File: src/mic_pkg.sv
// constants, register map and carrier types for the interrupt controller
// assumes a single core clock domain and an apb register port with byte addresses
package mic_pkg;

	localparam int NUM_LINES   = 12;
	localparam int NUM_SOURCES = 15;

	// register byte addresses
	localparam logic [7:0] ADDR_TIMER_CTRL = 8'h88;
	localparam logic [7:0] ADDR_EXT_FLAG   = 8'h94;
	localparam logic [7:0] ADDR_BASE_EN    = 8'ha8;
	localparam logic [7:0] ADDR_BASE_LVL   = 8'hb8;
	localparam logic [7:0] ADDR_EXT_CTRL   = 8'hd8;
	localparam logic [7:0] ADDR_EXT_EN     = 8'he8;
	localparam logic [7:0] ADDR_EXT_LVL    = 8'hf8;

	// reset values and bits that read as one
	localparam logic [7:0] RST_ZERO        = 8'h00;
	localparam logic [7:0] ONES_EXT_EN     = 8'he0;
	localparam logic [7:0] ONES_EXT_CTRL   = 8'h40;
	localparam logic [7:0] ONES_EXT_FLAG   = 8'h08;
	localparam logic [7:0] ONES_BASE_LVL   = 8'h80;
	localparam logic [7:0] ONES_EXT_LVL    = 8'he0;

	// writable masks
	localparam logic [7:0] WMASK_BASE_EN   = 8'hff;
	localparam logic [7:0] WMASK_EXT_EN    = 8'h1f;
	localparam logic [7:0] WMASK_EXT_CTRL  = 8'hb8;
	localparam logic [7:0] WMASK_BASE_LVL  = 8'h7f;
	localparam logic [7:0] WMASK_EXT_LVL   = 8'h1f;

	// base enable / base level bit positions
	localparam int B_GLOBAL = 7;
	localparam int B_SER1   = 6;
	localparam int B_SER0   = 4;
	localparam int B_TIM1   = 3;
	localparam int B_EXT1   = 2;
	localparam int B_TIM0   = 1;
	localparam int B_EXT0   = 0;
	// extended enable / extended level bit positions
	localparam int X_CLOCK  = 4;
	localparam int X_TIM3   = 3;
	localparam int X_CONV   = 2;
	localparam int X_TIM2   = 1;
	localparam int X_RADIO  = 0;
	// extended control bits
	localparam int C_BAUD2  = 7;
	localparam int C_FD_EN  = 5;
	localparam int C_FD_FLG = 4;
	localparam int C_CLK_F  = 3;
	// timer control flag bits
	localparam int T_TIM1   = 7;
	localparam int T_TIM0   = 5;
	localparam int T_EXT1   = 3;
	localparam int T_EXT0   = 1;
	// extended flag bits
	localparam int F_TIM3   = 7;
	localparam int F_CONV   = 6;
	localparam int F_TIM2   = 5;
	localparam int F_RADIO  = 4;

	// natural rank of each line
	localparam int L_FLASH = 0;
	localparam int L_EXT0  = 1;
	localparam int L_TIM0  = 2;
	localparam int L_EXT1  = 3;
	localparam int L_TIM1  = 4;
	localparam int L_SER0  = 5;
	localparam int L_SER1  = 6;
	localparam int L_RADIO = 7;
	localparam int L_TIM2  = 8;
	localparam int L_CONV  = 9;
	localparam int L_TIM3  = 10;
	localparam int L_CLOCK = 11;

	localparam logic [7:0] VEC_TABLE [NUM_LINES] = '{8'h33, 8'h03, 8'h0b, 8'h13, 8'h1b, 8'h23,
		8'h3b, 8'h43, 8'h4b, 8'h53, 8'h5b, 8'h63};

	// service levels
	localparam logic [1:0] LVL_LOW  = 2'h0;
	localparam logic [1:0] LVL_HIGH = 2'h1;
	localparam logic [1:0] LVL_TOP  = 2'h2;

	// one-cycle hardware event pulses
	typedef struct packed {
		logic flash_write_done;
		logic trap_executed;
		logic ext0;
		logic timer0;
		logic ext1;
		logic timer1;
		logic radio;
		logic timer2;
		logic timer3;
		logic clock;
	} mic_event_s;

	// flag and local enable levels kept inside peripherals
	typedef struct packed {
		logic serial0_tx_flag;
		logic serial0_rx_flag;
		logic serial1_tx_flag;
		logic serial1_rx_flag;
		logic converter_local_flag;
		logic converter_local_enable;
		logic cipher_local_flag;
		logic cipher_local_enable;
	} mic_periph_s;

	// core instruction boundary
	typedef struct packed {
		logic instr_done;
		logic is_return;
	} mic_core_s;

	// vector fetch to core
	typedef struct packed {
		logic       take;
		logic [7:0] addr;
	} mic_vector_s;

endpackage

File: src/mic_ctrl.sv
// interrupt controller: flags, enables, levels, arbitration and vector issue
// assumes apb on pclk, event pulses and core boundary signals synchronous to pclk
//
// Our own choice: register access over APB.
`timescale 1ns/1ns
module mic_ctrl #(
	parameter int LINES = mic_pkg::NUM_LINES
) (
	// clock and reset
	input  wire logic                pclk,
	input  wire logic                presetn,
	// apb slave
	input  wire logic                psel,
	input  wire logic                penable,
	input  wire logic                pwrite,
	input  wire logic [7:0]          paddr,
	input  wire logic [31:0]         pwdata,
	output logic      [31:0]         prdata,
	output logic                     pready,
	output logic                     pslverr,
	// interrupt sources
	input  wire mic_pkg::mic_event_s evt,
	input  wire mic_pkg::mic_periph_s periph,
	// core side
	input  wire mic_pkg::mic_core_s  core,
	output mic_pkg::mic_vector_s     vector,
	output logic [1:0]               active_level,
	output logic                     in_service,
	// peripheral control
	output logic                     serial1_baud_double
);

	initial begin
		if (LINES != mic_pkg::NUM_LINES) begin
			$error("line count must match the fixed vector table");
		end
	end

	logic [7:0] base_en_q, ext_en_q, base_lvl_q, ext_lvl_q;
	logic       baud2_q, fd_en_q, fd_flag_q, clock_flag_q;
	logic       ext0_flag_q, timer0_flag_q, ext1_flag_q, timer1_flag_q;
	logic       radio_flag_q, timer2_flag_q, conv_flag_q, timer3_flag_q;
	logic       hold_q;
	logic [2:0] in_svc_q;
	logic [31:0] prdata_q;
	logic       vec_take_q;
	logic [7:0] vec_addr_q;

	// apb decode; zero wait states
	logic wr, setup, mapped;
	logic [7:0] wdat, rdat;
	assign setup  = psel && !penable;
	assign wr     = psel && penable && pwrite;
	assign wdat   = pwdata[7:0];
	assign pready = 1'b1;
	always_comb begin
		mapped = 1'b1;
		rdat   = 8'h00;
		case (paddr)
			mic_pkg::ADDR_BASE_EN: rdat = base_en_q;
			mic_pkg::ADDR_EXT_EN: rdat = ext_en_q | mic_pkg::ONES_EXT_EN;
			mic_pkg::ADDR_EXT_CTRL: rdat = mic_pkg::ONES_EXT_CTRL | {baud2_q, 1'b0, fd_en_q, fd_flag_q,
				clock_flag_q, 3'h0};
			mic_pkg::ADDR_BASE_LVL: rdat = base_lvl_q | mic_pkg::ONES_BASE_LVL;
			mic_pkg::ADDR_EXT_LVL: rdat = ext_lvl_q | mic_pkg::ONES_EXT_LVL;
			mic_pkg::ADDR_TIMER_CTRL: rdat = {timer1_flag_q, 1'b0, timer0_flag_q, 1'b0, ext1_flag_q, 1'b0,
				ext0_flag_q, 1'b0};
			mic_pkg::ADDR_EXT_FLAG: rdat = mic_pkg::ONES_EXT_FLAG | {timer3_flag_q, conv_flag_q,
				timer2_flag_q, radio_flag_q, 4'h0};
			default: mapped = 1'b0;
		endcase
	end
	assign pslverr = psel && penable && !mapped;

	// read data captured in the setup cycle so it comes from a flop
	always_ff @(posedge pclk or negedge presetn) begin
		if (!presetn) begin
			prdata_q <= 32'h0000_0000;
		end else if (setup) begin
			prdata_q <= {24'h00_0000, rdat};
		end
	end
	assign prdata = prdata_q;

	logic wr_base_en, wr_ext_en, wr_ext_ctrl, wr_base_lvl, wr_ext_lvl, wr_tctrl, wr_xflag;
	assign wr_base_en  = wr && paddr == mic_pkg::ADDR_BASE_EN;
	assign wr_ext_en   = wr && paddr == mic_pkg::ADDR_EXT_EN;
	assign wr_ext_ctrl = wr && paddr == mic_pkg::ADDR_EXT_CTRL;
	assign wr_base_lvl = wr && paddr == mic_pkg::ADDR_BASE_LVL;
	assign wr_ext_lvl  = wr && paddr == mic_pkg::ADDR_EXT_LVL;
	assign wr_tctrl    = wr && paddr == mic_pkg::ADDR_TIMER_CTRL;
	assign wr_xflag    = wr && paddr == mic_pkg::ADDR_EXT_FLAG;

	// enable, level and control registers
	always_ff @(posedge pclk or negedge presetn) begin
		if (!presetn) begin
			base_en_q  <= mic_pkg::RST_ZERO;
			ext_en_q   <= mic_pkg::RST_ZERO;
			base_lvl_q <= mic_pkg::RST_ZERO;
			ext_lvl_q  <= mic_pkg::RST_ZERO;
			baud2_q    <= 1'b0;
			fd_en_q    <= 1'b0;
		end else begin
			if (wr_base_en) begin
				base_en_q <= wdat & mic_pkg::WMASK_BASE_EN;
			end
			if (wr_ext_en) begin
				ext_en_q <= wdat & mic_pkg::WMASK_EXT_EN;
			end
			if (wr_base_lvl) begin
				base_lvl_q <= wdat & mic_pkg::WMASK_BASE_LVL;
			end
			if (wr_ext_lvl) begin
				ext_lvl_q <= wdat & mic_pkg::WMASK_EXT_LVL;
			end
			if (wr_ext_ctrl) begin
				baud2_q <= wdat[mic_pkg::C_BAUD2];
				fd_en_q <= wdat[mic_pkg::C_FD_EN];
			end
		end
	end
	assign serial1_baud_double = baud2_q;

	// grant bookkeeping shared by the flag logic
	logic       grant;
	logic [3:0] win_line;
	logic [1:0] win_lvl;

	function automatic logic flag_next(input logic cur, input logic hw_set, input logic sw_wr,
		input logic sw_val, input logic hw_clr);
		logic nxt;
		nxt = cur;
		if (sw_wr) begin
			nxt = sw_val;
		end
		if (hw_clr) begin
			nxt = 1'b0;
		end
		// a hardware event in the same cycle as a clear is kept
		if (hw_set) begin
			nxt = 1'b1;
		end
		return nxt;
	endfunction

	logic acc_ext0, acc_tim0, acc_ext1, acc_tim1;
	assign acc_ext0 = grant && win_line == 4'(mic_pkg::L_EXT0);
	assign acc_tim0 = grant && win_line == 4'(mic_pkg::L_TIM0);
	assign acc_ext1 = grant && win_line == 4'(mic_pkg::L_EXT1);
	assign acc_tim1 = grant && win_line == 4'(mic_pkg::L_TIM1);

	// flags; software writes may set them as well as clear them
	always_ff @(posedge pclk or negedge presetn) begin
		if (!presetn) begin
			fd_flag_q     <= 1'b0;
			clock_flag_q  <= 1'b0;
			ext0_flag_q   <= 1'b0;
			timer0_flag_q <= 1'b0;
			ext1_flag_q   <= 1'b0;
			timer1_flag_q <= 1'b0;
			radio_flag_q  <= 1'b0;
			timer2_flag_q <= 1'b0;
			conv_flag_q   <= 1'b0;
			timer3_flag_q <= 1'b0;
		end else begin
			fd_flag_q     <= flag_next(fd_flag_q, evt.flash_write_done || evt.trap_executed, wr_ext_ctrl,
				wdat[mic_pkg::C_FD_FLG], 1'b0);
			clock_flag_q  <= flag_next(clock_flag_q, evt.clock, wr_ext_ctrl, wdat[mic_pkg::C_CLK_F],
				1'b0);
			ext0_flag_q   <= flag_next(ext0_flag_q, evt.ext0, wr_tctrl, wdat[mic_pkg::T_EXT0], acc_ext0);
			timer0_flag_q <= flag_next(timer0_flag_q, evt.timer0, wr_tctrl, wdat[mic_pkg::T_TIM0], acc_tim0);
			ext1_flag_q   <= flag_next(ext1_flag_q, evt.ext1, wr_tctrl, wdat[mic_pkg::T_EXT1], acc_ext1);
			timer1_flag_q <= flag_next(timer1_flag_q, evt.timer1, wr_tctrl, wdat[mic_pkg::T_TIM1], acc_tim1);
			radio_flag_q  <= flag_next(radio_flag_q, evt.radio, wr_xflag, wdat[mic_pkg::F_RADIO], 1'b0);
			timer2_flag_q <= flag_next(timer2_flag_q, evt.timer2, wr_xflag, wdat[mic_pkg::F_TIM2], 1'b0);
			timer3_flag_q <= flag_next(timer3_flag_q, evt.timer3, wr_xflag, wdat[mic_pkg::F_TIM3], 1'b0);
			conv_flag_q   <= flag_next(conv_flag_q, (periph.converter_local_flag && periph.converter_local_enable)
				|| (periph.cipher_local_flag && periph.cipher_local_enable), wr_xflag,
				wdat[mic_pkg::F_CONV], 1'b0);
		end
	end

	// per-line pending, enable and level
	logic [LINES-1:0] line_pend, line_en, line_hi, line_req;
	assign line_pend = {clock_flag_q, timer3_flag_q, conv_flag_q, timer2_flag_q, radio_flag_q,
		periph.serial1_tx_flag || periph.serial1_rx_flag,
		periph.serial0_tx_flag || periph.serial0_rx_flag,
		timer1_flag_q, ext1_flag_q, timer0_flag_q, ext0_flag_q, fd_flag_q};
	assign line_en = {ext_en_q[mic_pkg::X_CLOCK], ext_en_q[mic_pkg::X_TIM3], ext_en_q[mic_pkg::X_CONV],
		ext_en_q[mic_pkg::X_TIM2], ext_en_q[mic_pkg::X_RADIO], base_en_q[mic_pkg::B_SER1],
		base_en_q[mic_pkg::B_SER0], base_en_q[mic_pkg::B_TIM1], base_en_q[mic_pkg::B_EXT1],
		base_en_q[mic_pkg::B_TIM0], base_en_q[mic_pkg::B_EXT0], fd_en_q};
	assign line_hi = {ext_lvl_q[mic_pkg::X_CLOCK], ext_lvl_q[mic_pkg::X_TIM3], ext_lvl_q[mic_pkg::X_CONV],
		ext_lvl_q[mic_pkg::X_TIM2], ext_lvl_q[mic_pkg::X_RADIO], base_lvl_q[mic_pkg::B_SER1],
		base_lvl_q[mic_pkg::B_SER0], base_lvl_q[mic_pkg::B_TIM1], base_lvl_q[mic_pkg::B_EXT1],
		base_lvl_q[mic_pkg::B_TIM0], base_lvl_q[mic_pkg::B_EXT0], 1'b0};

	logic [1:0] line_lvl [LINES];
	for (genvar i = 0; i < LINES; i++) begin : g_line
		if (i == mic_pkg::L_FLASH) begin : g_flash
			assign line_req[i] = line_pend[i] && line_en[i];
			assign line_lvl[i] = mic_pkg::LVL_TOP;
		end else begin : g_norm
			assign line_req[i] = line_pend[i] && line_en[i] && base_en_q[mic_pkg::B_GLOBAL];
			assign line_lvl[i] = line_hi[i] ? mic_pkg::LVL_HIGH : mic_pkg::LVL_LOW;
		end
	end

	// arbitration: highest level, then lowest rank; scanning down lets ties go to the lower rank
	logic found;
	always_comb begin
		found    = 1'b0;
		win_line = 4'h0;
		win_lvl  = mic_pkg::LVL_LOW;
		for (int i = LINES - 1; i >= 0; i--) begin
			if (line_req[i] && (!found || line_lvl[i] >= win_lvl)) begin
				found    = 1'b1;
				win_line = 4'(i);
				win_lvl  = line_lvl[i];
			end
		end
	end

	// current service level from the in-service stack
	logic       busy;
	logic [1:0] cur_lvl;
	always_comb begin
		busy    = |in_svc_q;
		cur_lvl = mic_pkg::LVL_LOW;
		if (in_svc_q[mic_pkg::LVL_TOP]) begin
			cur_lvl = mic_pkg::LVL_TOP;
		end else if (in_svc_q[mic_pkg::LVL_HIGH]) begin
			cur_lvl = mic_pkg::LVL_HIGH;
		end
	end

	// service only at a boundary, never right after a return or an enable/level write
	assign grant = found && (!busy || win_lvl > cur_lvl)
		&& core.instr_done && !core.is_return && !hold_q;

	// a write to an enable or level register delays service by one more instruction
	always_ff @(posedge pclk or negedge presetn) begin
		if (!presetn) begin
			hold_q <= 1'b0;
		end else if (wr_base_en || wr_ext_en || wr_base_lvl || wr_ext_lvl) begin
			hold_q <= 1'b1;
		end else if (core.instr_done) begin
			hold_q <= 1'b0;
		end
	end

	// nesting: grant pushes its level, return pops the highest one
	always_ff @(posedge pclk or negedge presetn) begin
		if (!presetn) begin
			in_svc_q <= 3'h0;
		end else if (grant) begin
			in_svc_q[win_lvl] <= 1'b1;
		end else if (core.instr_done && core.is_return && busy) begin
			in_svc_q[cur_lvl] <= 1'b0;
		end
	end

	// vector issue to the core, one cycle per accepted request
	always_ff @(posedge pclk or negedge presetn) begin
		if (!presetn) begin
			vec_take_q <= 1'b0;
			vec_addr_q <= 8'h00;
		end else begin
			vec_take_q <= grant;
			if (grant) begin
				vec_addr_q <= mic_pkg::VEC_TABLE[win_line];
			end
		end
	end
	// one driver for the whole struct; per-member continuous assigns are refused by strict tools
	assign vector       = {vec_take_q, vec_addr_q};
	assign active_level = cur_lvl;
	assign in_service   = busy;

endmodule

File: config.mk
export PLATFORM = sky130hd
export DESIGN_NAME = mic_ctrl
export DESIGN_NICKNAME = d
export VERILOG_FILES = /design/src/mic_pkg.sv /design/src/mic_ctrl.sv
export SDC_FILE = /design/constraint.sdc
export NUM_CORES = 1
export LEC_CHECK = 0
export BUFFER_PORTS_ARGS = -buffer_cell sky130_fd_sc_hd__buf_2
export CORE_MARGIN = 4
export CORE_UTILIZATION = 33
export CTS_BUF_LIST = sky130_fd_sc_hd__clkbuf_4
export CTS_CLUSTER_SIZE = 30
export DETAILED_ROUTE_END_ITERATION = 10
export PLACE_DENSITY_LB_ADDON = 0.2
export SLEW_MARGIN = 20
export SYNTH_ARGS = -nofsm -noshare
export SYNTH_HDL_FRONTEND = slang
export SYNTH_SLANG_ARGS = --single-unit
export TNS_END_PERCENT = 100
File: constraint.sdc
create_clock -name pclk -period 4.9 [get_ports pclk]
set_input_delay 0.735 -clock pclk [delete_from_list [all_inputs] [get_ports pclk]]
set_output_delay 0.735 -clock pclk [all_outputs]
set_load 0.03 [all_outputs]
### Word level (Yosys, flattened, before mapping)

Memory sizes are Yosys's and may differ from the RTL's. A register that Yosys moved wholly into a read port is not among the register bits.
Cells that the tools add are included.

* order comparisons: 16
* equality and inequality tests: 11
* mux-type cells: 83
* bitwise logic cells: 4
* reductions and logical operators: 109

Operators with widths (count)
* $logic_and 1x1->1: 59
* $eq 8x8->1 const B: 7
* $pmux 8 s7: 1
* $mux 1: 54
* $mux 4: 12
* $mux 2: 12
* $ge 1x2->1: 10
* $logic_or 1x1->1: 19
* $logic_not 1->1: 17
* $reduce_bool 2->1: 8
* $reduce_bool 3->1: 4
* $eq 4x2->1 const B: 2
* $reduce_or 7->1: 1
* $lt 2x3->1 const B: 2
* $mux 3: 2
* $not 4->5: 1
* $demux 1 s2: 2
* $eq 4x1->1 const B: 1
* $eq 4x3->1 const B: 1
* $ge 2x1->1 const B: 2
* $and 3x3->3: 1
* $not 3->3: 1
* $or 3x3->3: 1
* $reduce_or 3->1: 1
* 2 further kinds: 2

* register bits: 50
* ROM bits: 128
* input bits: 65
* output and inout port bits: 47
* word-level logic and storage cells: 244
* memories: 1

Memory list
* (name not given): depth 16, bits a word 8, rd ports 1, clocked after memory_dff 1, write ports 0, RTL line mic_ctrl.sv:271 `vec_addr_q <= mic_pkg::VEC_TABLE[win_line];`

### Depth between registers and ports, before layout

* word-level depth: 56
* mapped depth: 14
* mapped depth without buffers: 13

### Least setup slack after synthesis

OpenSTA, ideal clock, no wires.

* path kind: input -> register
* start point: in periph[4] in the netlist's numbering
* end point: reg in_svc_q[0]
* library setup time: 76 ps
* data arrival time: 3007 ps
* data required time: 4824 ps
* path slack: 1817 ps
* stages: 12
* buffers on the path: 0
* path through: o211a_1 -> a2111oi_4 -> nand4_1 -> nand2_1 -> ha_1 -> inv_1 -> o22ai_1 -> a21o_1 -> a21oi_4 -> inv_4 -> or3_1 -> o21ai_1

* cells in the longest elaborated chain, start to end: 36
* elaborated cells between the ends (all ways): 56
* those cells by class: order compare: 9; mux: 17; bitwise: 1; reduce/logical: 29

RTL lines
* start, declared: RTL line mic_ctrl.sv:23 `input wire mic_pkg::mic_periph_s periph,`
* $logic_or 1x1->1 (*): RTL line mic_ctrl.sv:186 `periph.serial1_tx_flag || periph.serial1_rx_flag,`
* $logic_and 1x1->1 (*) (2 in series): RTL line mic_ctrl.sv:204 `assign line_req[i] = line_pend[i] && line_en[i] && base_en_q[mic_pkg::B_GLOBAL];`
* $logic_and 1x1->1 (*): RTL line mic_ctrl.sv:216 `if (line_req[i] && (!found || line_lvl[i] >= win_lvl)) begin`
* $mux 2 or $mux 1 (tied branches): RTL line mic_ctrl.sv:216
* $ge 1x2->1 or $logic_not 1->1 (tied branches): RTL line mic_ctrl.sv:216
* $logic_or 1x1->1: RTL line mic_ctrl.sv:216
* $logic_and 1x1->1: RTL line mic_ctrl.sv:216
* $mux 2 or $mux 1 (tied branches): RTL line mic_ctrl.sv:216
* [18 not listed]
* $logic_and 1x1->1: RTL line mic_ctrl.sv:216
* $mux 2: RTL line mic_ctrl.sv:216
* $gt 2x2->1: RTL line mic_ctrl.sv:238 `assign grant = found && (!busy || win_lvl > cur_lvl)`
* $logic_or 1x1->1: RTL line mic_ctrl.sv:238
* $logic_and 1x1->1 (*): RTL line mic_ctrl.sv:238
* $logic_and 1x1->1 (*) (3 in series): RTL line mic_ctrl.sv:239 `&& core.instr_done && !core.is_return && !hold_q;`
* net grant: RTL line mic_ctrl.sv:125 `logic grant;`
* $mux 3 or $reduce_bool 2->1 (tied branches)
* end signal, assigned: RTL line mic_ctrl.sv:255 `in_svc_q <= 3'h0;`
* end signal, assigned by index: RTL line mic_ctrl.sv:257 `in_svc_q[win_lvl] <= 1'b1;`
* end signal, assigned by index: RTL line mic_ctrl.sv:259 `in_svc_q[cur_lvl] <= 1'b0;`
* end, declared: RTL line mic_ctrl.sv:44 `logic [2:0] in_svc_q;`

Mark *: on every way through the listed nets, which the timed path passes. The rest lies on a longest branch.
A chain may end at the register's enable or synchronous reset.

### Worst setup path after layout

* start point: reg base_en_q[7]
* end point: reg in_svc_q[0]

* cells in the longest elaborated chain, start to end: 53
* elaborated cells between the ends (all ways): 93
* those cells by class: order compare: 14; mux: 27; bitwise: 1; reduce/logical: 51

RTL lines
* start, declared: RTL line mic_ctrl.sv:39 `logic [7:0] base_en_q, ext_en_q, base_lvl_q, ext_lvl_q;`
* start signal, assigned: RTL line mic_ctrl.sv:97 `base_en_q <= mic_pkg::RST_ZERO;`
* start signal, assigned: RTL line mic_ctrl.sv:105 `base_en_q <= wdat & mic_pkg::WMASK_BASE_EN;`
* $logic_and 1x1->1: RTL line mic_ctrl.sv:204
* $mux 1: RTL line mic_ctrl.sv:216
* $ge 1x2->1 or $logic_not 1->1 (tied branches): RTL line mic_ctrl.sv:216
* $logic_or 1x1->1: RTL line mic_ctrl.sv:216
* $logic_and 1x1->1: RTL line mic_ctrl.sv:216
* $mux 2 or $mux 1 (tied branches): RTL line mic_ctrl.sv:216
* $ge 1x2->1 or $logic_not 1->1 (tied branches): RTL line mic_ctrl.sv:216
* $logic_or 1x1->1: RTL line mic_ctrl.sv:216
* [36 not listed]
* $logic_and 1x1->1: RTL line mic_ctrl.sv:216
* $mux 2: RTL line mic_ctrl.sv:216
* $gt 2x2->1: RTL line mic_ctrl.sv:238
* $logic_or 1x1->1: RTL line mic_ctrl.sv:238
* $logic_and 1x1->1 (*): RTL line mic_ctrl.sv:238
* $logic_and 1x1->1 (*) (3 in series): RTL line mic_ctrl.sv:239
* net grant: RTL line mic_ctrl.sv:125
* $mux 3 or $reduce_bool 2->1 (tied branches)

Marked as above.

==> impl_metrics.ini <==
[cells_and_area]
diodes = 0
nFillCells = 1065
drive_above_1_share_pct = 27.3
layout.cells.most_common_list = 60 x buf_2, 55 x dfrtp_1, 42 x nand2_1
fin_nets = 497
area_growth_pct = 10.2
final_common_cell = buf_2
stdcell_area_sq_mm = 0.00388

[synth]
yosysTopAreaCell = dfrtp_1
yosys_warnings = 0
synth_area_leaders = dfrtp_1 39%, mux2_2 9.3%, buf_4 6.4%
synthFlopType = dfrtp_1
synth_fa_ha_area_share_pct = 2.49
syn_area_sq_mm = 0.00352
ys_seq_area_share_pct = 39.1
ys_ff_latch = 55
synthSimpleGateAreaFrac_pct = 19.1
yosysTopAreaCellShare_pct = 39.1
synth_edf_count = 0
synth_xor_area_share_pct = 0
synth_compound_area_share_pct = 18.2
ys_async_sr_fraction_pct = 100
synth.mux.area_fraction_pct = 11.8
synth.distinct_cells = 69
syn_inst = 369
syn_area_per_cell_sq_um = 9.55
synth_top_family_by_area = simple AND/OR/NAND/NOR gates

[timing]
worst_clock_skew_ns = 0.0232
fin_crit_sh_pct = 72.3
rsz0062_at_grt = false
fin_crit_ns = 3.54
tightest_slew_ns = 1.04
timing.fmax_mhz = 282
finalHoldViolations = 0
holdWs_ns = 0.463
setup_violations = 0
fin_tns_setup_ns = 0
max_slew_margin_pct = 29.8
drv_slew = 0

[power]
powerDensity_mw_per_mm2 = 229
clkPwrFrac_pct = 22.3
p_sw_uw = 300
pwr-share-seq_pct = 55.0
p_comb_share_pct = 22.8
p_leak_nw = 1.86
power_uw = 889
vdd_drop_max_v = 0.0000984
p_int_uw = 588
switching_share_pct = 33.8

[clocking]
root_buffer = clkbuf_4
cts_setup_buffers = 0
clk_pin_slew_worst_paths_ns = 0.17
htree_levels = 2
cts_sinks = 55
clockBufferDepth = 2
cts_resized = 0
numCtsBuffers = 5
postCtsHoldBufs = 0
clk_latency_ns = 0.38
cts_tree = done

[worst_setup_path]
cp_slowest_cell = dfrtp_1
crit_type = flop to flop
crit_required_ns = 5.22
r2r_slack_ns = 1.36
worst-r2r-cell-count = 13
rr_startpoint = base_en_q[7]
timing.rr.end = in_svc_q[0]
crit_start = base_en_q[7]
crit_chain = nand4_1 > nand2_1 > a2111oi_4 > nand4_1 > nand2_1 > ha_1 > inv_1 > o22ai_1 > a21o_1 > a21oi_4 > inv_4 > or3_1 > o21ai_1
arrival_ns = 3.86
crit_path_max_incr_delay_ns = 0.72
endpoint_kind = flop
path_max_fanout = 21
cp-start-kind = flop

[floorplan]
die-area_sq_mm = 0.0124
core_area_sq_mm = 0.0104
initial_core_util_pct = 34.0
num_io_pins = 112
die_h_um = 111
rows = 37
die_w_um = 111

[detailed_routing]
firstDrtPassIters = 5
via_per_inst = 5.28
avgRoutedWirePerCell_um = 17.1
drtIter0Drc = 146
drt_wl_total_mm = 9.61
drc_errors = 0
vias = 2964
antenna_left = 0

[run_status]
status = complete, no violations

[global_route]
grt-ovfl-total = 0
grt_util_all_layers_pct = 15.4
grt_max_degree = 56
grt_pass1_wl_mm = 15.5
grt_pass1_vias = 2923
antenna_found_initial = 0

[placement]
gp_congestion = 0.891
dpl_cell_area_sq_mm = 0.00383
hpwl_mm = 7.44
port_buffers = 60

[min_path]
hold_path.class = input port to asynchronous set/reset pin

[job]
cap_violations = 0
-- power by group through the flow --
| stage | Clock (mW) | Sequential [mW] | Combinational [mW] |
|---|---|---|---|
| final | 0.198 | 0.489 | 0.202 |
| after CTS | 0.210 | 0.489 | 0.205 |
| after global routing | 0.229 | 0.492 | 0.221 |
| after global placement | 0 | 0.497 | 0.203 |
| after floorplan | 0 | 0.524 | 0.129 |
| after detailed placement | 0 | 0.497 | 0.204 |
-- stage by stage --
stage | worst slack, ns | util [%] | cells
4_1_cts | 1.37 | 37.4 | 561
2_1_floorplan | 1.82 | - | 394
3_3_place_gp | 1.31 | 36.9 | 554
5_1_grt | 1.02 | 37.4 | 561
3_5_place_dp | 1.31 | 36.9 | 554
6_report | 1.36 | 37.4 | 561
-- critical path: cells and delay by family, from the launching register on --
family	cells	cell delay, ns
AND/OR/NAND/NOR	5	1.11
adder cells (fa/ha/maj)	1	0.23
buffers and inverters	2	0.17
flip-flops	1	0.72
AO/OA/AOI/OAI	5	1.23
-- flip-flops by register name, indices dropped and copies added, names as in the netlist, 3 cells and up --
name / count
base_lvl_q: 7
in_svc_q: 3
base_en_q: 8
ext_en_q: 5
prdata: 8
ext_lvl_q: 5
vec_addr_q: 5
-- cells by family (layout without fill, tap and decap cells) --
logic type                 Yosys count  after routing
muxes                               38             38
AOI/OAI and AO/OA                   90             90
DFF                                 55             55
other                                2             27
and+or+nand+nor                    127            127
adders and majority gates            7              7
buffers and inverters               50             81
-- cell type report --
| type | instances | area (sq um) | area share, % |
|---|---|---|---|
| tap | 136 | 170 | 4.38 |
| multi-input combinational | 289 | 1920 | 49.5 |
| clock buffer | 5 | 37.5 | 0.967 |
| timing repair buffer | 62 | 315 | 8.12 |
| clock inverter | 2 | 13.8 | 0.355 |
| inverter | 12 | 47.5 | 1.23 |
| sequential | 55 | 1380 | 35.5 |
-- layer usage --
layer | wire length [um] | part of all wire (%) | global-route usage, % | vias up
li1 | - | - | - | 1404
met1 | 4230 | 44 | 20.4 | 1425
met2 | 4580 | 48 | 26.1 | 122
met3 | 626 | 6.5 | 2.99 | 13
met4 | 166 | 1.7 | 3.89 | 0
met5 | 0 | 0 | 0 | -
-- Yosys cell counts, types with 3 or more instances --
cell,n
a221oi_1,4
mux2i_1,9
o21ai_0,21
nor3_1,3
a21oi_1,11
clkbuf_1,3
buf_4,30
nand2b_1,3
a211oi_1,3
a22oi_1,6
o22ai_1,3
o31ai_1,4
nand2_1,42
or3_1,5
a211o_1,4
inv_1,10
nand3_2,3
nor2b_1,7
ha_1,7
nor2_1,18
a31oi_1,7
or2_1,3
mux2_2,29
a21o_1,3
nand4_1,9
nand3_1,16
dfrtp_1,55
-- worst max path at each step --
| stage | endpoint | slack (ns) | depth (start not counted) |
|---|---|---|---|
| 6_report | in_svc_q[0] | 1.36 | 13 |
| 5_1_grt | in_svc_q[0] | 1.02 | 13 |
| 4_1_cts | in_svc_q[0] | 1.37 | 13 |
| 3_5_place_dp | in_svc_q[0] | 1.31 | 14 |
| 3_3_place_gp | in_svc_q[0] | 1.31 | 14 |
| 2_1_floorplan | in_svc_q[0] | 1.82 | 12 |
No activity file was read; power rests on OpenSTA's default activity.
